<file path="src/hwm_cfg.svh">
// Constants of the hardware monitor register bank: indexes, field
// positions, reset values and value RAM layout.
// Assumes it is included by bare name from the register bank module.
`ifndef HWM_CFG_SVH
`define HWM_CFG_SVH

`define HWM_IDX_CFG      7'h40
`define HWM_IDX_STAT1    7'h41
`define HWM_IDX_STAT2    7'h42
`define HWM_IDX_MASK1    7'h43
`define HWM_IDX_MASK2    7'h44
`define HWM_IDX_CLR      7'h46
`define HWM_IDX_FDIV     7'h47
`define HWM_POST_TOP     7'h1F
`define HWM_VRAM_TOP     7'h7F

`define HWM_CFG_RST      8'h01
`define HWM_FDIV_RST     8'h5F
`define HWM_MASK_RST     8'h00
`define HWM_CFG_SOFT     7
`define HWM_CFG_SUSPEND  3
`define HWM_CFG_IRQ_EN   1
`define HWM_CFG_START    0
`define HWM_CLR_CASE     7

`define HWM_STAT1_USED   8'hFD
`define HWM_STAT2_USED   8'h17
`define HWM_MASK2_USED   8'h3F

`define HWM_ST_CORE      4'd0
`define HWM_ST_V3V3      4'd2
`define HWM_ST_V5        4'd3
`define HWM_ST_TEMP1     4'd4
`define HWM_ST_TEMP2     4'd5
`define HWM_ST_FAN_ONE      4'd6
`define HWM_ST_FAN_TWO      4'd7
`define HWM_ST_P12       4'd8
`define HWM_ST_N12       4'd9
`define HWM_ST_N5        4'd10
`define HWM_ST_CASE      4'd12

`define HWM_OFS_CORE     5'h00
`define HWM_OFS_V3V3     5'h02
`define HWM_OFS_V5       5'h03
`define HWM_OFS_P12      5'h04
`define HWM_OFS_N12      5'h05
`define HWM_OFS_N5       5'h06
`define HWM_OFS_TEMP1    5'h07
`define HWM_OFS_FAN_ONE     5'h08
`define HWM_OFS_FAN_TWO     5'h09
`define HWM_LIM_CORE     5'h0B
`define HWM_LIM_V3V3     5'h0F
`define HWM_LIM_V5       5'h11
`define HWM_LIM_P12      5'h13
`define HWM_LIM_N12      5'h15
`define HWM_LIM_N5       5'h17
`define HWM_LIM_TEMP1    5'h19
`define HWM_LIM_FAN_ONE     5'h1B
`define HWM_LIM_FAN_TWO     5'h1C

`endif

</file>
<file path="src/hwm_pkg.sv">
// Types shared by the hardware monitor register bank.
// Assumes hwm_cfg.svh is on the include path.
package hwm_pkg;
    typedef logic [7:0] hwm_byte_t;
    typedef logic [6:0] hwm_index_t;
    // Kind of limit check applied to a fresh reading.
    typedef enum logic [1:0] {
        HWM_CHK_NONE,
        HWM_CHK_VOLT,
        HWM_CHK_TEMP,
        HWM_CHK_FAN
    } hwm_chk_e;
endpackage

</file>
<file path="src/hwm_register_bank.sv">
// Hardware monitor register bank behind an index port and a data port,
// with POST RAM, value RAM, limit checks and the management interrupt.
// Assumes host strobes and converter samples come from logic on clk and
// only the case-open pin is asynchronous.
`include "hwm_cfg.svh"

module hwm_register_bank (
    input  wire logic             clk,
    input  wire logic             rst_n,
    input  wire logic             port_sel,
    input  wire logic             port_wr,
    input  wire logic             port_rd,
    input  wire hwm_pkg::hwm_byte_t port_wdata,
    output hwm_pkg::hwm_byte_t    port_rdata,
    input  wire logic             sample_valid,
    input  wire logic [4:0]       sample_offset,
    input  wire hwm_pkg::hwm_byte_t sample_data,
    input  wire logic             thermal_two_event,
    input  wire logic             case_open_pin,
    output logic                  mgmt_irq_out_n,
    output logic                  monitor_active,
    output logic [1:0]            fan_one_div,
    output logic [1:0]            fan_two_div
);

    logic                rst_q1;
    logic                rst_q2;
    logic                case_s1;
    logic                case_s2;
    logic                case_s3;
    logic                case_level;
    logic                case_rise;
    logic                case_latch;
    hwm_pkg::hwm_index_t index_pointer;
    logic                index_busy;
    logic                cfg_suspend;
    logic                cfg_irq_en;
    logic                cfg_start;
    hwm_pkg::hwm_byte_t  mask_one;
    logic [5:0]          mask_two;
    logic [3:0]          fan_prescale;
    logic [15:0]         status;
    logic                irq_pend;
    hwm_pkg::hwm_byte_t  post_ram [32];
    hwm_pkg::hwm_byte_t  value_ram [32];
    logic                data_wr;
    logic                data_rd;
    logic                data_acc;
    logic                idx_wr;
    logic                in_post;
    logic                in_vram;
    logic [4:0]          vram_ofs;
    logic                soft_rst;
    logic                auto_inc;
    logic                sample_go;
    hwm_pkg::hwm_chk_e   chk_kind;
    logic [4:0]          chk_lim;
    logic [3:0]          chk_bit;
    hwm_pkg::hwm_byte_t  lim_hi;
    hwm_pkg::hwm_byte_t  lim_lo;
    logic                viol;
    logic                temp_hot;
    logic                next_temp_hot;
    logic [15:0]         stat_set;
    logic [15:0]         stat_clr;
    logic [15:0]         stat_used;
    logic [15:0]         unmasked;
    hwm_pkg::hwm_byte_t  rd_value;

    // Reset is asserted at once and released through two flip-flops.
    always_ff @(posedge clk or negedge rst_n) begin
        if (!rst_n) begin
            rst_q1 <= 1'b0;
            rst_q2 <= 1'b0;
        end else begin
            rst_q1 <= 1'b1;
            rst_q2 <= rst_q1;
        end
    end

    // Case-open pin passes three flip-flops; a change counts on agreement.
    always_ff @(posedge clk or negedge rst_q2) begin
        if (!rst_q2) begin
            case_s1    <= 1'b0;
            case_s2    <= 1'b0;
            case_s3    <= 1'b0;
            case_level <= 1'b0;
        end else begin
            case_s1 <= case_open_pin;
            case_s2 <= case_s1;
            case_s3 <= case_s2;
            if (case_s2 == case_s3) begin
                case_level <= case_s3;
            end
        end
    end

    assign case_rise = (case_s2 == case_s3) && case_s3 && !case_level;

    // Host access decode for the two ports.
    assign data_wr  = port_sel && port_wr;
    assign data_rd  = port_sel && port_rd;
    assign data_acc = data_wr || data_rd;
    assign idx_wr   = !port_sel && port_wr;
    assign in_post  = index_pointer[6:5] == 2'b00;
    assign in_vram  = index_pointer[5];
    assign vram_ofs = index_pointer[4:0];
    assign soft_rst = data_wr && index_pointer == `HWM_IDX_CFG
                      && port_wdata[`HWM_CFG_SOFT];
    assign monitor_active = cfg_start && !cfg_suspend;
    assign sample_go = sample_valid && monitor_active;

    // Pointer steps forward in the windows that advance, never wrapping.
    always_comb begin
        auto_inc = 1'b0;
        if (in_post && index_pointer != `HWM_POST_TOP) begin
            auto_inc = 1'b1;
        end
        if (index_pointer[6:5] == 2'b11
            && index_pointer != `HWM_VRAM_TOP) begin
            auto_inc = 1'b1;
        end
        if (index_pointer == `HWM_IDX_STAT1
            || index_pointer == `HWM_IDX_MASK1) begin
            auto_inc = 1'b1;
        end
    end

    // Index port: pointer and busy flag.
    always_ff @(posedge clk or negedge rst_q2) begin
        if (!rst_q2) begin
            index_pointer <= 7'h00;
            index_busy    <= 1'b0;
        end else if (soft_rst) begin
            index_pointer <= 7'h00;
            index_busy    <= 1'b0;
        end else if (idx_wr) begin
            index_pointer <= port_wdata[6:0];
            index_busy    <= 1'b1;
        end else if (data_acc) begin
            index_busy <= 1'b0;
            if (auto_inc) begin
                index_pointer <= index_pointer + 7'h01;
            end
        end
    end

    // Control registers written through the data port.
    always_ff @(posedge clk or negedge rst_q2) begin
        if (!rst_q2) begin
            cfg_suspend  <= 1'(`HWM_CFG_RST >> `HWM_CFG_SUSPEND);
            cfg_irq_en   <= 1'(`HWM_CFG_RST >> `HWM_CFG_IRQ_EN);
            cfg_start    <= 1'(`HWM_CFG_RST >> `HWM_CFG_START);
            mask_one     <= `HWM_MASK_RST;
            mask_two     <= 6'h00;
            fan_prescale <= 4'(`HWM_FDIV_RST >> 4);
        end else if (soft_rst) begin
            cfg_suspend  <= 1'(`HWM_CFG_RST >> `HWM_CFG_SUSPEND);
            cfg_irq_en   <= 1'(`HWM_CFG_RST >> `HWM_CFG_IRQ_EN);
            cfg_start    <= 1'(`HWM_CFG_RST >> `HWM_CFG_START);
            mask_one     <= `HWM_MASK_RST;
            mask_two     <= 6'h00;
            fan_prescale <= 4'(`HWM_FDIV_RST >> 4);
        end else if (data_wr) begin
            unique case (index_pointer)
                `HWM_IDX_CFG: begin
                    cfg_suspend <= port_wdata[`HWM_CFG_SUSPEND];
                    cfg_irq_en  <= port_wdata[`HWM_CFG_IRQ_EN];
                    cfg_start   <= port_wdata[`HWM_CFG_START];
                end
                `HWM_IDX_MASK1: mask_one <= port_wdata;
                `HWM_IDX_MASK2: mask_two <= port_wdata[5:0];
                `HWM_IDX_FDIV: fan_prescale <= port_wdata[7:4];
                default: ;
            endcase
        end
    end

    assign fan_two_div = fan_prescale[3:2];
    assign fan_one_div = fan_prescale[1:0];

    // Reserved value RAM locations hold nothing and read zero.
    function automatic logic vram_reserved(input logic [4:0] ofs);
        vram_reserved = ofs == 5'h01 || ofs == 5'h0A || ofs == 5'h0D
                        || ofs == 5'h0E || ofs >= 5'h1D;
    endfunction

    // POST RAM and value RAM; a converter sample wins over a host write.
    always_ff @(posedge clk or negedge rst_q2) begin
        if (!rst_q2) begin
            for (int i = 0; i < 32; i++) begin
                post_ram[i]  <= 8'h00;
                value_ram[i] <= 8'h00;
            end
        end else begin
            if (data_wr && in_post) begin
                post_ram[vram_ofs] <= port_wdata;
            end
            if (data_wr && in_vram && !vram_reserved(vram_ofs)) begin
                value_ram[vram_ofs] <= port_wdata;
            end
            if (sample_go && !vram_reserved(sample_offset)) begin
                value_ram[sample_offset] <= sample_data;
            end
        end
    end

    // Choose which limits a fresh reading is compared against.
    always_comb begin
        chk_kind = hwm_pkg::HWM_CHK_NONE;
        chk_lim  = 5'h00;
        chk_bit  = 4'd0;
        unique case (sample_offset)
            `HWM_OFS_CORE: begin
                chk_kind = hwm_pkg::HWM_CHK_VOLT;
                chk_lim  = `HWM_LIM_CORE;
                chk_bit  = `HWM_ST_CORE;
            end
            `HWM_OFS_V3V3: begin
                chk_kind = hwm_pkg::HWM_CHK_VOLT;
                chk_lim  = `HWM_LIM_V3V3;
                chk_bit  = `HWM_ST_V3V3;
            end
            `HWM_OFS_V5: begin
                chk_kind = hwm_pkg::HWM_CHK_VOLT;
                chk_lim  = `HWM_LIM_V5;
                chk_bit  = `HWM_ST_V5;
            end
            `HWM_OFS_P12: begin
                chk_kind = hwm_pkg::HWM_CHK_VOLT;
                chk_lim  = `HWM_LIM_P12;
                chk_bit  = `HWM_ST_P12;
            end
            `HWM_OFS_N12: begin
                chk_kind = hwm_pkg::HWM_CHK_VOLT;
                chk_lim  = `HWM_LIM_N12;
                chk_bit  = `HWM_ST_N12;
            end
            `HWM_OFS_N5: begin
                chk_kind = hwm_pkg::HWM_CHK_VOLT;
                chk_lim  = `HWM_LIM_N5;
                chk_bit  = `HWM_ST_N5;
            end
            `HWM_OFS_TEMP1: begin
                chk_kind = hwm_pkg::HWM_CHK_TEMP;
                chk_lim  = `HWM_LIM_TEMP1;
                chk_bit  = `HWM_ST_TEMP1;
            end
            `HWM_OFS_FAN_ONE: begin
                chk_kind = hwm_pkg::HWM_CHK_FAN;
                chk_lim  = `HWM_LIM_FAN_ONE;
                chk_bit  = `HWM_ST_FAN_ONE;
            end
            `HWM_OFS_FAN_TWO: begin
                chk_kind = hwm_pkg::HWM_CHK_FAN;
                chk_lim  = `HWM_LIM_FAN_TWO;
                chk_bit  = `HWM_ST_FAN_TWO;
            end
            default: ;
        endcase
    end

    // Limit compare; the second limit byte always follows the first.
    always_comb begin
        lim_hi        = value_ram[chk_lim];
        lim_lo        = value_ram[5'(chk_lim + 5'h01)];
        viol          = 1'b0;
        next_temp_hot = temp_hot;
        unique case (chk_kind)
            hwm_pkg::HWM_CHK_VOLT: begin
                viol = sample_data > lim_hi
                       || sample_data < lim_lo;
            end
            hwm_pkg::HWM_CHK_FAN: begin
                viol = sample_data > lim_hi;
            end
            hwm_pkg::HWM_CHK_TEMP: begin
                // Two-times mode: trip above high, then below hysteresis.
                if (!temp_hot && $signed(sample_data) > $signed(lim_hi)) begin
                    viol          = 1'b1;
                    next_temp_hot = 1'b1;
                end
                if (temp_hot && $signed(sample_data) < $signed(lim_lo)) begin
                    viol          = 1'b1;
                    next_temp_hot = 1'b0;
                end
            end
            hwm_pkg::HWM_CHK_NONE: viol = 1'b0;
        endcase
    end

    // Temperature one trip state for the two-times scheme.
    always_ff @(posedge clk or negedge rst_q2) begin
        if (!rst_q2) begin
            temp_hot <= 1'b0;
        end else if (soft_rst) begin
            temp_hot <= 1'b0;
        end else if (sample_go) begin
            temp_hot <= next_temp_hot;
        end
    end

    // Case-open latch; a new event in the clearing cycle is kept.
    always_ff @(posedge clk or negedge rst_q2) begin
        if (!rst_q2) begin
            case_latch <= 1'b0;
        end else if (case_rise) begin
            case_latch <= 1'b1;
        end else if (soft_rst || (data_wr && index_pointer == `HWM_IDX_CLR
                     && port_wdata[`HWM_CLR_CASE])) begin
            case_latch <= 1'b0;
        end
    end

    // Status events are taken only while monitoring runs.
    always_comb begin
        stat_set = 16'h0000;
        if (sample_go && viol) begin
            stat_set[chk_bit] = 1'b1;
        end
        stat_set[`HWM_ST_TEMP2] = monitor_active && thermal_two_event;
        stat_set[`HWM_ST_CASE]  = monitor_active && case_latch;
        stat_clr = {{8{data_rd && index_pointer == `HWM_IDX_STAT2}},
                    {8{data_rd && index_pointer == `HWM_IDX_STAT1}}};
        stat_used = {`HWM_STAT2_USED, `HWM_STAT1_USED};
        unmasked  = status & ~{2'b00, mask_two, mask_one};
    end

    // Sticky status; reading a status register clears it, set wins.
    always_ff @(posedge clk or negedge rst_q2) begin
        if (!rst_q2) begin
            status <= 16'h0000;
        end else if (soft_rst) begin
            status <= 16'h0000;
        end else begin
            status <= ((status & ~stat_clr) | stat_set)
                      & stat_used;
        end
    end

    // Interrupt latch and its active-low output.
    always_ff @(posedge clk or negedge rst_q2) begin
        if (!rst_q2) begin
            irq_pend       <= 1'b0;
            mgmt_irq_out_n <= 1'b1;
        end else begin
            if (soft_rst) begin
                irq_pend <= 1'b0;
            end else if (|(unmasked & ~stat_clr) && cfg_irq_en
                         && !cfg_suspend) begin
                irq_pend <= 1'b1;
            end else if (|stat_clr) begin
                irq_pend <= 1'b0;
            end
            mgmt_irq_out_n <= !(irq_pend && !cfg_suspend);
        end
    end

    // Data port read selection; unmapped indexes read zero.
    always_comb begin
        rd_value = 8'h00;
        if (in_post) begin
            rd_value = post_ram[vram_ofs];
        end else if (in_vram) begin
            if (!vram_reserved(vram_ofs)) begin
                rd_value = value_ram[vram_ofs];
            end
        end else begin
            unique case (index_pointer)
                `HWM_IDX_CFG: rd_value = {4'h0, cfg_suspend, 1'b0,
                                          cfg_irq_en, cfg_start};
                `HWM_IDX_STAT1: rd_value = status[7:0];
                `HWM_IDX_STAT2: rd_value = status[15:8];
                `HWM_IDX_MASK1: rd_value = mask_one;
                `HWM_IDX_MASK2: rd_value = {2'b00, mask_two};
                `HWM_IDX_FDIV: rd_value = {fan_prescale, 4'h0};
                default: rd_value = 8'h00;
            endcase
        end
    end

    // Read data is registered on the read strobe and held until the next.
    always_ff @(posedge clk or negedge rst_q2) begin
        if (!rst_q2) begin
            port_rdata <= 8'h00;
        end else if (port_rd) begin
            if (port_sel) begin
                port_rdata <= rd_value;
            end else begin
                port_rdata <= {index_busy, index_pointer};
            end
        end
    end

endmodule

</file>
<file path="config.mk">
export PLATFORM = sky130hd
export DESIGN_NAME = hwm_register_bank
export DESIGN_NICKNAME = d
export VERILOG_FILES = /design/src/hwm_pkg.sv /design/src/hwm_register_bank.sv
export VERILOG_INCLUDE_DIRS = /design/src
export SDC_FILE = /design/constraint.sdc
export NUM_CORES = 1
export LEC_CHECK = 0
export ABC_AREA = 1
export BUFFER_PORTS_ARGS = -buffer_cell sky130_fd_sc_hd__buf_4
export CAP_MARGIN = 20
export CORE_MARGIN = 5
export CORE_UTILIZATION = 26
export DETAILED_ROUTE_END_ITERATION = 8
export PLACE_DENSITY = 0.45
export SYNTH_ARGS = -nofsm -noshare
export SYNTH_HDL_FRONTEND = slang
export SYNTH_SLANG_ARGS = --single-unit
</file>
<file path="constraint.sdc">
create_clock -name clk -period 16.7 [get_ports clk]
set_input_delay 3.34 -clock clk [delete_from_list [all_inputs] [get_ports clk]]
set_output_delay 3.34 -clock clk [all_outputs]
set_load 0.02 [all_outputs]
</file>
* After elaboration in Yosys (flattened, before gate mapping)
Cells that the tools add are included.
** Storage, ports and cells
- Input port bits :: 29
- Output and inout port bits :: 14
- Bits in registers :: 572
- Word-level logic and storage cells :: 288
** Cells by class
- Order comparisons :: 14
- Multiplexer cells :: 74
- Bitwise gates (word level) :: 10
- Reduce and logical (&&, ||, !) cells :: 74
- Eq/ne operators :: 30
- $add $sub $neg :: 2
** Operator list (number)
- 256-bit bitwise mux :: 3
- 256-bit 2-to-1 mux :: 2
- 8-bit binary-select mux with 5-bit select :: 4
- 8-bit 2-to-1 mux :: 17
- 8-bit demux with 5-bit select :: 2
- 7-bit == test (second input constant) :: 7
- 8-bit one-hot mux with 6 select lines :: 1
- 5-bit one-hot mux with 9 select lines :: 1
- 5-bit by 4-bit == test with 1-bit output (second input constant) :: 8
- 4-bit one-hot mux with 8 select lines :: 1
- 1-bit logical AND :: 30
- 1-bit 2-to-1 mux :: 28
- 7-bit 2-to-1 mux :: 4
- 6-bit greater-or-equal comparator (second input constant) :: 4
- 5-bit inverter with 6-bit output :: 4
- 5-bit by 3-bit == test with 1-bit output (second input constant) :: 4
- 6-bit 2-to-1 mux :: 3
- 13-bit by 16-bit bitwise AND with 16-bit output :: 1
- 16-bit bitwise AND :: 1
- 8-bit greater-than comparator :: 2
- 8-bit less-than comparator :: 2
- 14-bit inverter with 16-bit output :: 1
- 16-bit inverter :: 1
- 2-bit nonzero test :: 8
- other kinds (31) :: 65

* Depth between registers and ports, before layout
Gate-level depths: netlist of run 1.
- Depth after elaboration :: 15
- Mapped depth :: 32
- Depth with buffers taken out :: 28

* Worst setup path before layout of run 1
Ideal clock, no wire load.
- Path type :: input to register
- Start point :: input port sample_offset[2]
- End point :: register status[10]
- Library setup time :: 0.078 ns
- Arrival :: 7.731 ns
- Data required time :: 16.622 ns
- Slack :: 8.890 ns
- Path buffers :: 8
- Stages on the path :: 25
- Cell sequence :: buf_4 > inv_2 > nand3_2 > nand3_2 > buf_2 > clkbuf_1 > clkbuf_1 > ha_1 > clkbuf_1 > inv_1 > clkbuf_1 > clkbuf_1 > buf_1 > o211ai_1 > nand3_1 > nand3_1 > a32oi_1 > ha_1 > a21oi_1 > nor2_1 > a211oi_1 > a21oi_1 > a21oi_2 > nand3_1 > a21oi_1
** Between the ends
- Cells in the longest elaborated chain, start to end :: 15
- Elaborated cells on any way between the ends :: 46
- Those cells by class :: 1 x add/sub; 6 x order compare; 11 x eq/ne; 16 x mux; 3 x bitwise; 9 x reduce/logical
** Ends and longest elaborated chain
- start, declared :: line hwm_register_bank.sv:16 : input wire logic [4:0] sample_offset,
- 5-bit by 4-bit == test with 1-bit output (tied with other cells) :: line hwm_register_bank.sv:213 : unique case (sample_offset)
- 5-bit one-hot mux with 9 select lines :: line hwm_register_bank.sv:213
- 5-bit by 1-bit adder with 5-bit output or 5-bit inverter with 6-bit output (tied branches) :: line hwm_register_bank.sv:266, hwm_register_bank.sv:265
- 5-bit inverter with 6-bit output (not written as such) or 8-bit binary-select mux with 5-bit select (tied branches) :: line hwm_register_bank.sv:266, hwm_register_bank.sv:265
- 8-bit binary-select mux with 5-bit select or 8-bit 2-to-1 mux (tied branches) :: line hwm_register_bank.sv:266, hwm_register_bank.sv:265
- 8-bit 2-to-1 mux, on equally long branches :: line hwm_register_bank.sv:266, hwm_register_bank.sv:265
- 8-bit 2-to-1 mux (not written as such) or 8-bit greater-than comparator (tied branches) :: line hwm_register_bank.sv:266, hwm_register_bank.sv:279
- 8-bit less-than comparator or 1-bit logical AND (tied branches) :: line hwm_register_bank.sv:283, hwm_register_bank.sv:279
- 1-bit logical AND or 1-bit 2-to-1 mux (tied branches) :: line hwm_register_bank.sv:283, hwm_register_bank.sv:279
- 1-bit 2-to-1 mux :: line hwm_register_bank.sv:283 : if (temp_hot && $signed(sample_data) < $signed(lim_lo)) begin
- 1-bit one-hot mux with 4 select lines :: line hwm_register_bank.sv:269 : unique case (chk_kind)
- 1-bit logical AND :: line hwm_register_bank.sv:318 : if (sample_go && viol) begin
- 12-bit 2-to-1 mux * :: line hwm_register_bank.sv:318
- 13-bit OR * :: line hwm_register_bank.sv:336 : status <= ((status & ~stat_clr) | stat_set)
- 13-bit 2-to-1 mux * :: line hwm_register_bank.sv:333 : end else if (soft_rst) begin
- end signal, assigned :: line hwm_register_bank.sv:336
- end, declared :: line hwm_register_bank.sv:42 : logic [15:0] status;
Mark *: on every way between the ends. The rest lies on a longest branch, timed or not. The select of a mux whose other input is x is not followed.
A chain may end at the register's enable or synchronous reset.

* Worst setup path after layout of run 1
- Start point :: input port sample_offset[4]
- End point :: register status[2]
The elaborated chain is that of the path after synthesis.

==> results of run 1 <==
==> per-stage QoR <==
| step | worst slack (ns) | cells |
|---|---|---|
| 5_1_grt | 7.80 | 5980 |
| 2_1_floorplan | 7.43 | 4479 |
| 4_1_cts | 8.42 | 5976 |
| 3_3_place_gp | 7.77 | 5848 |
| 6_report | 8.22 | 5985 |
| 3_5_place_dp | 7.70 | 5853 |
==> final timing paths <==
check | cells after the start | start | end
setup / recovery | 25 | sample_offset[4] | status[2]
hold / removal | 0 | case_s1 | case_s2
setup reg to reg | 12 | index_pointer[1] | value_ram[121]
hold reg to reg | 0 | case_s1 | case_s2
max in group asynchronous | 3 | rst_q2 | value_ram[110]
min in group asynchronous | 0 | rst_q2 | case_s2
==> cell families (layout without fill, tap and decap cells) <==
logic type / after synthesis / count (layout) / share of synthesized area [%]
compound gates: 1754 / 1754 / 29.7
other cells: 1 / 6 / 0.0114
mux: 1 / 1 / 0.0343
flops: 570 / 570 / 43.4
fa+ha+maj: 21 / 21 / 0.800
xor+xnor: 3 / 3 / 0.137
simple gates: 1343 / 1343 / 16.8
buf+inv: 786 / 637 / 9.06
==> cells in the mapped netlist (2+ instances only) <==
cell	number
sky130_fd_sc_hd__a2111oi_0	2
sky130_fd_sc_hd__a211oi_1	17
sky130_fd_sc_hd__a21oi_1	426
sky130_fd_sc_hd__a21oi_4	2
sky130_fd_sc_hd__a221o_1	2
sky130_fd_sc_hd__a221oi_1	11
sky130_fd_sc_hd__a22o_1	18
sky130_fd_sc_hd__a22oi_1	5
sky130_fd_sc_hd__a31oi_1	32
sky130_fd_sc_hd__a32o_1	3
sky130_fd_sc_hd__a32oi_1	7
sky130_fd_sc_hd__buf_1	24
sky130_fd_sc_hd__buf_2	14
sky130_fd_sc_hd__buf_4	2
sky130_fd_sc_hd__clkbuf_1	348
sky130_fd_sc_hd__clkinv_1	10
sky130_fd_sc_hd__dfrtp_1	566
sky130_fd_sc_hd__dfstp_2	4
sky130_fd_sc_hd__ha_1	21
sky130_fd_sc_hd__inv_1	375
sky130_fd_sc_hd__inv_2	13
sky130_fd_sc_hd__nand2_1	737
sky130_fd_sc_hd__nand2_2	5
sky130_fd_sc_hd__nand2_4	3
sky130_fd_sc_hd__nand3_1	190
sky130_fd_sc_hd__nand3_2	4
sky130_fd_sc_hd__nand3_4	2
sky130_fd_sc_hd__nand4_1	30
sky130_fd_sc_hd__nor2_1	340
sky130_fd_sc_hd__nor2_2	7
sky130_fd_sc_hd__nor2_4	2
sky130_fd_sc_hd__nor3_1	16
sky130_fd_sc_hd__nor3_2	2
sky130_fd_sc_hd__nor4_1	4
sky130_fd_sc_hd__o2111ai_1	2
sky130_fd_sc_hd__o211ai_1	232
sky130_fd_sc_hd__o21a_1	2
sky130_fd_sc_hd__o21ai_0	936
sky130_fd_sc_hd__o21ai_1	4
sky130_fd_sc_hd__o221ai_1	2
sky130_fd_sc_hd__o22ai_1	40
sky130_fd_sc_hd__o311ai_0	6
sky130_fd_sc_hd__xor2_1	2
==> layout make-up <==
cell class / count / area share [%]
diodes: 5 / 0.0340
well taps: 1650 / 5.62
clock inverters: 17 / 0.708
clock buffers: 106 / 5.54
flip-flops and latches: 570 / 38.8
multi-input cells: 3123 / 42.6
repair buffers: 116 / 2.57
inverters: 398 / 4.10
==> state kept, by name, indices dropped and copies added, names as in the netlist <==
name / count
case_latch: 1
case_level: 1
case_s1: 1
case_s2: 1
case_s3: 1
cfg_irq_en: 1
cfg_start: 1
cfg_suspend: 1
fan_prescale: 4
index_busy: 1
index_pointer: 7
irq_pend: 1
mask_one: 8
mask_two: 6
mgmt_irq_out_n: 1
port_rdata: 8
post_ram: 256
rst_q1: 1
rst_q2: 1
status: 11
temp_hot: 1
value_ram: 256
==> power by group through the flow <==
stage / registers, mW / logic (mW) / clock network [mW]
2_1_floorplan: 2.09 / 1.69 / 0
3_3_place_gp: 2.21 / 2.61 / 0
3_5_place_dp: 2.21 / 2.62 / 0
4_1_cts: 2.19 / 2.63 / 1.61
5_1_grt: 2.24 / 2.93 / 1.66
6_report: 2.20 / 2.66 / 1.58
==> layer usage <==
| metal | wire length [µm] | part of all wire (%) |
|---|---|---|
| met1 | 69000 | 45 |
| met2 | 66200 | 43 |
| met3 | 11900 | 7.7 |
| met4 | 6500 | 4.2 |
| met5 | 15 | 0.0098 |
==> flow_summary.rst, run 1 <==
.. list-table::
   :header-rows: 1

   * - Metric
     - Value
   * - Outcome
     - finished, final reports clean
   * - Worst Skew
     - approximately 0.024 ns
   * - Number of gates resized after cts
     - 0
   * - Most used cells in the layout excluding fill and tap cells
     - 936 x sky130_fd_sc_hd__o21ai_0, 737 x sky130_fd_sc_hd__nand2_1, 563 x sky130_fd_sc_hd__dfrtp_1, 426 x sky130_fd_sc_hd__a21oi_1, 366 x sky130_fd_sc_hd__inv_1
   * - Sink Count
     - 570
   * - Pin count of the biggest net entering global routing
     - 165
   * - Final-report setup violation count
     - 0
   * - Met3 Track Usage GR
     - under 10%
   * - Cells after Synth
     - around 4500
   * - Net Sw Frac
     - 44.6%
   * - Crit path DAT
     - 9.07 ns
   * - Time the final worst path needs with I/O delays and setup
     - ~8.5 ns
   * - Worst Setup Path Type
     - input port to register
   * - Register share of total power
     - between 30 and 40%
   * - Total power
     - approximately 6.4 mW
   * - Instance area at placement
     - about 0.034 mm²
   * - Maximum level of the CTS H-tree
     - 3
   * - Buffer cell driving the clock tree root
     - sky130_fd_sc_hd__clkbuf_16
   * - Maximum achievable frequency
     - about 120 MHz
   * - Share of the yosys chip area belonging to registers
     - 43.4%
   * - Summed instance area of the synthesized netlist
     - between 0.03 and 0.04 mm²
   * - Synth cell types
     - 52
   * - Site row count
     - 130
   * - RSZ-0062 raised after global routing
     - no
   * - Count of fill cells added during filler insertion
     - 13700
   * - Most common cell after layout, fill and taps aside
     - sky130_fd_sc_hd__o21ai_0
   * - Nets
     - between 4000 and 5000
   * - Synthesized netlist net count
     - approximately 4500
   * - Routed via count divided by cell count
     - roughly 5.5
   * - Area contributors post-synth
     - sky130_fd_sc_hd__dfrtp_1 43%, sky130_fd_sc_hd__o21ai_0 14%, sky130_fd_sc_hd__nand2_1 8.4%
   * - Biggest fanout along the worst timing path
     - 82
   * - Number of design-rule violations left by the first detailed-router iteration
     - around 4000
   * - Floorplan die area
     - roughly 0.13 mm²
   * - Switching component of the power
     - ~2.9 mW
   * - # port buffers
     - 42
   * - Data required time at the worst endpoint
     - 17.29 ns
   * - Final core utilization
     - ~29%
   * - Routed length per instance
     - 25.7 µm
   * - Area added between synthesis and finish
     - 11.9%
   * - Top_reg_cell synth
     - sky130_fd_sc_hd__dfrtp_1
   * - Global routing usage summed across all routing layers
     - 22.4%
   * - Antenna Violating Nets Remaining
     - 0
   * - Maximum count of clock buffers along a single path
     - 3
   * - Final clock period utilization by the worst path
     - about half
   * - Avg Inst Size Synth
     - ~7.3 µm²
   * - Die span in x
     - between 300 and 400 µm
   * - Area of the multi-input gates
     - between 0.015 and 0.02 mm²
   * - GR Util met2
     - 33.7%
   * - Count of unresolved DRC violations after routing
     - 0
   * - Overflow left after global routing
     - 0
   * - Kind of capture point of the worst setup path
     - register
   * - Total power divided by cell area
     - 175 mW/mm²
   * - Clock tree from TritonCTS
     - yes
   * - Clock latency at the later pin of the worst-skew pair
     - about 0.7 ns
   * - Share of post-route cells with drive strength above 1
     - under 10%
   * - Critical path's largest stage delay
     - around 0.76 ns
   * - Number of warnings reported in the yosys synthesis log
     - 0
   * - Via count
     - 32700
   * - Crit path launch type
     - input port
   * - Combinational power share
     - around two fifths
   * - Clock buffer count from CTS
     - 69
   * - Fin area
     - 0.0368 mm²
   * - Total setup buffers inserted after CTS
     - 0
   * - Worst reg2reg setup slack
     - ~12 ns
   * - Post-synth EDFFs
     - 0
   * - Maximum VDD drop
     - between 100 and 150 µV
   * - Via count of the first global-routing pass
     - 29800
   * - First-pass GRT wire length
     - about 220000 µm
   * - Class of the most critical hold timing path
     - register to register
   * - Initial antenna violation count
     - 9
   * - Family with the most delay on the worst path
     - simple AND/OR/NAND/NOR gates
   * - Proportion of power drawn by the clock network
     - about a quarter
   * - Area fraction of the dominant cell type after synthesis
     - about 43%
   * - Cell taking the most area after synthesis
     - sky130_fd_sc_hd__dfrtp_1
   * - Count of buffering cells on the critical path with inverters included
     - 5
   * - Count of state elements after synthesis
     - 570
   * - Number of search-and-repair iterations in the first detailed-routing pass
     - 6
   * - Proportion of synthesized flip-flops having asynchronous set or reset
     - 100%
   * - Met1 layer usage reported by global route
     - 32.3%
   * - Gp weighted congestion
     - around 0.95
   * - Slew Viols, Final
     - 0
   * - Routed WL
     - 154000 µm
   * - HPWL after detailed placement
     - between 90000 and 100000 µm
   * - Area of all sequential standard cells
     - between 0.01 and 0.015 mm²
   * - Area of the core region
     - roughly 0.13 mm²
   * - Max_cap viols
     - 0
   * - Crit path max-delay cell type
     - sky130_fd_sc_hd__buf_4
   * - Hold-fix buffer count after cts
     - 0
   * - Die height
     - about 370 µm
   * - Final Hold Fails
     - 0
   * - Slew Limit Headroom
     - between 20% and 30%
   * - Internal
     - approximately 3.6 mW
   * - GR peak layer
     - met2
   * - Num ports
     - 43
   * - Total Negative Setup Slacks
     - 0 ns
   * - Clock-pin slew on the worst setup and hold paths
     - around 0.060 ns
   * - Transition time at the pin with the least slew margin
     - ~1.1 ns
   * - LEAKAGE
     - 15.8 nW
   * - Final-layout worst hold slack
     - 0.343 ns
   * - Initial cell density of the core
     - about a quarter
Power figures use the tool's default switching activity.
==> run 2: changes to the inputs <==
- PLACE_DENSITY: 0.45 -> 0.44
- clock period: 16.7 -> 8.5 ns (I/O delays scaled with it)
==> flow_summary.rst, run 2 (same netlist as run 1, synthesis figures left out) <==
.. list-table::
   :header-rows: 1

   * - Metric
     - Value
   * - Initial cell density of the core
     - 26.2% (unchanged)
   * - Transition time at the pin with the least slew margin
     - 1.14 ns (was 1.12 ns)
   * - Most common cell after layout, fill and taps aside
     - sky130_fd_sc_hd__o21ai_0 (unchanged)
   * - Clock latency at the later pin of the worst-skew pair
     - 0.67 ns (was 0.68 ns)
   * - Final Hold Fails
     - 0 (unchanged)
   * - Outcome
     - finished, final reports clean (unchanged)
   * - Fin worst setup slack
     - 2.21 ns (was 8.22 ns)
   * - HPWL after detailed placement
     - 103000 µm (was 99300 µm)
   * - Critical path's largest stage delay
     - 0.59 ns (was 0.76 ns)
   * - Maximum level of the CTS H-tree
     - 3 (unchanged)
   * - FF-to-FF Start
     - index_pointer[0] (was index_pointer[1])
   * - Worst Setup Path Type
     - input port to register (unchanged)
   * - Sink Count
     - 570 (unchanged)
   * - Area of the core region
     - 0.126 mm² (unchanged)
   * - Slew Limit Headroom
     - 24.2% (was 25.1%)
   * - Worst Hold Depth
     - 0 (unchanged)
   * - Routed WL
     - 158000 µm (was 154000 µm)
   * - Filler-free cell count of the finished design
     - 5993 (was 5985)
   * - Max_cap viols
     - 0 (unchanged)
   * - Routed via count divided by cell count
     - 5.51 (was 5.47)
   * - Biggest fanout along the worst timing path
     - 20 (was 82)
   * - Placement-stage worst setup slack
     - 1.67 ns (was 7.70 ns)
   * - Number of inserted diodes
     - 0 (was 5)
   * - Gp weighted congestion
     - 0.941 (was 0.951)
   * - Crit path max-delay cell type
     - sky130_fd_sc_hd__inv_2 (was sky130_fd_sc_hd__buf_4)
   * - Die height
     - 365 µm (unchanged)
   * - LEAKAGE
     - 15.9 nW (was 15.8 nW)
   * - # port buffers
     - 42 (unchanged)
   * - Worst reg2reg setup slack
     - 3.06 ns (was 11.62 ns)
   * - Cell count of the worst reg-to-reg path
     - 14 (was 12)
   * - First-pass GRT wire length
     - 228000 µm (was 221000 µm)
   * - Buffer cell driving the clock tree root
     - sky130_fd_sc_hd__clkbuf_16 (unchanged)
   * - Area added between synthesis and finish
     - 12.8% (was 11.9%)
   * - Clock-pin slew on the worst setup and hold paths
     - 0.06 ns (about the same)
   * - Total Negative Setup Slacks
     - 0 ns (unchanged)
   * - Via count
     - 33000 (was 32700)
   * - Final-report setup violation count
     - 0 (unchanged)
   * - Share of post-route cells with drive strength above 1
     - 7.28% (was 6.65%)
   * - Total setup buffers inserted after CTS
     - 0 (unchanged)
   * - Data required time at the worst endpoint
     - 9.09 ns (was 17.29 ns)
   * - Number of design-rule violations left by the first detailed-router iteration
     - 4259 (was 4022)
   * - Crit path DAT
     - 6.88 ns (was 9.07 ns)
   * - Most used cells in the layout excluding fill and tap cells
     - 936 x sky130_fd_sc_hd__o21ai_0, 737 x sky130_fd_sc_hd__nand2_1, 563 x sky130_fd_sc_hd__dfrtp_1, 426 x sky130_fd_sc_hd__a21oi_1, 365 x sky130_fd_sc_hd__inv_1 (was 936 x sky130_fd_sc_hd__o21ai_0, 737 x sky130_fd_sc_hd__nand2_1, 563 x sky130_fd_sc_hd__dfrtp_1, 426 x sky130_fd_sc_hd__a21oi_1, 366 x sky130_fd_sc_hd__inv_1)
   * - Overflow left after global routing
     - 0 (unchanged)
   * - Clock buffer count from CTS
     - 70 (was 69)
   * - Final core utilization
     - 29.5% (was 29.3%)
   * - Global routing usage summed across all routing layers
     - 23.2% (was 22.4%)
   * - Worst reg2reg path endpoint
     - value_ram[66] (was value_ram[121])
   * - Time the final worst path needs with I/O delays and setup
     - about 6.3 ns
   * - Maximum count of clock buffers along a single path
     - 3 (unchanged)
   * - Nets
     - 4335 (was 4328)
   * - Crit-path cells
     - buf_4 > nor2_1 > nand2_1 > nand3_4 > ha_1 > inv_1 > nand4_1 > nand2_1 > inv_2 > buf_4 > nand3_1 > a31oi_1 > a32oi_1 > ha_1 > a21oi_1 > nor2_1 > a211oi_1 > a21oi_1 > a21oi_2 > nand3_1 > a21oi_1
   * - Num ports
     - 43 (unchanged)
   * - Maximum achievable frequency
     - roughly 160 MHz
   * - Slew Viols, Final
     - 0 (unchanged)
   * - Count of unresolved DRC violations after routing
     - 0 (unchanged)
   * - Antenna Violating Nets Remaining
     - 0 (unchanged)
   * - Area of all sequential standard cells
     - 0.0143 mm² (unchanged)
   * - Worst Skew
     - 0.0241 ns (was 0.0235 ns)
   * - Clock tree from TritonCTS
     - yes (unchanged)
   * - Maximum VDD drop
     - 204 µV (was 115 µV)
   * - Via count of the first global-routing pass
     - 30500 (was 29800)
   * - Area of the multi-input gates
     - 0.0157 mm² (about the same)
   * - Class of the most critical hold timing path
     - register to register (unchanged)
   * - RSZ-0062 raised after global routing
     - no (unchanged)
   * - Number of gates resized after cts
     - 0 (unchanged)
   * - CP dominant cell by count
     - sky130_fd_sc_hd__a21oi_1
   * - Die span in x
     - 365 µm (unchanged)
   * - End of the worst hold path
     - rst_q2 (was case_s2)
   * - Routed length per instance
     - 26.3 µm (was 25.7 µm)
   * - Count of fill cells added during filler insertion
     - 13700 (about the same)
   * - Number of search-and-repair iterations in the first detailed-routing pass
     - 6 (unchanged)
   * - Pin count of the biggest net entering global routing
     - 186 (was 165)
   * - Startpoint of the worst hold path
     - rst_q1 (was case_s1)
   * - Total power divided by cell area
     - 352 mW/mm² (was 175 mW/mm²)
   * - Floorplan die area
     - 0.134 mm² (unchanged)
   * - Kind of capture point of the worst setup path
     - register (unchanged)
   * - Final clock period utilization by the worst path
     - about 74%
   * - Crit path launch type
     - input port (unchanged)
   * - Initial antenna violation count
     - 6 (was 9)
   * - Largest registers in the final layout
     - post_ram (256), value_ram (256), status (11) (unchanged)
   * - Hold-fix buffer count after cts
     - 0 (unchanged)
   * - Site row count
     - 130 (unchanged)
   * - Placed instance count
     - 5859 (was 5853)
run 2: cell types whose count changed in the layout (fill, tap and decap cells not counted), moves of 4 or more:
cell                        change
sky130_fd_sc_hd__clkbuf_1      -13
sky130_fd_sc_hd__clkinv_2       +8
sky130_fd_sc_hd__bufinv_16      +6
sky130_fd_sc_hd__diode_2        -5
sky130_fd_sc_hd__buf_4          +4
sky130_fd_sc_hd__clkbuf_8       +4
run 2: critical path, delay by kind of cell:
kind	cells	cell delay, ns
AO/OA/AOI/OAI	7	1.50
buffers and inverters	4	1.11
AND/OR/NAND/NOR	8	1.95
adder cells (fa/ha/maj)	2	0.61
run 2: per-stage QoR:
step	total power, mW	cell area [µm²]	hold slack [ns]
2_1_floorplan	7.43	32900	0.331
3_3_place_gp	9.56	34400	0.334
3_5_place_dp	9.57	34500	0.337
4_1_cts	13.0	37000	0.352
5_1_grt	13.8	37100	0.367
6_report	13.0	37100	0.349
run 2: where the power goes:
part,internal (mW),switching [mW],total [mW],leakage (nW)
Combinational,1.59,3.71,5.30,7.55
Sequential,3.62,0.723,4.35,7.13
Clock,2.02,1.37,3.39,1.25
Total,7.23,5.81,13.0,15.9
run 2: area by class of cell:
cell class | instances | share of cell area, %
Clock buffer | 97 | 5.55
Clock inverter | 33 | 1.32
Inverter | 398 | 4.07
Multi-Input combinational cell | 3123 | 42.3
Sequential cell | 570 | 38.5
Tap cell | 1650 | 5.57
Timing Repair Buffer | 122 | 2.69
run 2: worst max-delay path by stage:
stage	from	endpoint	slack [ns]	cells past startpoint
after detailed placement	sample_offset[4]	status[8]	1.67	21
final	sample_offset[4]	status[4]	2.21	21
after global routing	sample_offset[4]	status[7]	1.86	21
after CTS	sample_offset[4]	status[4]	2.39	21
after global placement	sample_offset[4]	status[3]	1.81	21
after floorplan	sample_offset[2]	status[10]	2.33	25
run 2: metal layers:
layer  wire length (µm)  GRT usage, %
met1              70700          33.0
met2              68600          35.3
met3              12300          4.06
met4               6290          8.07
met5                 13             0
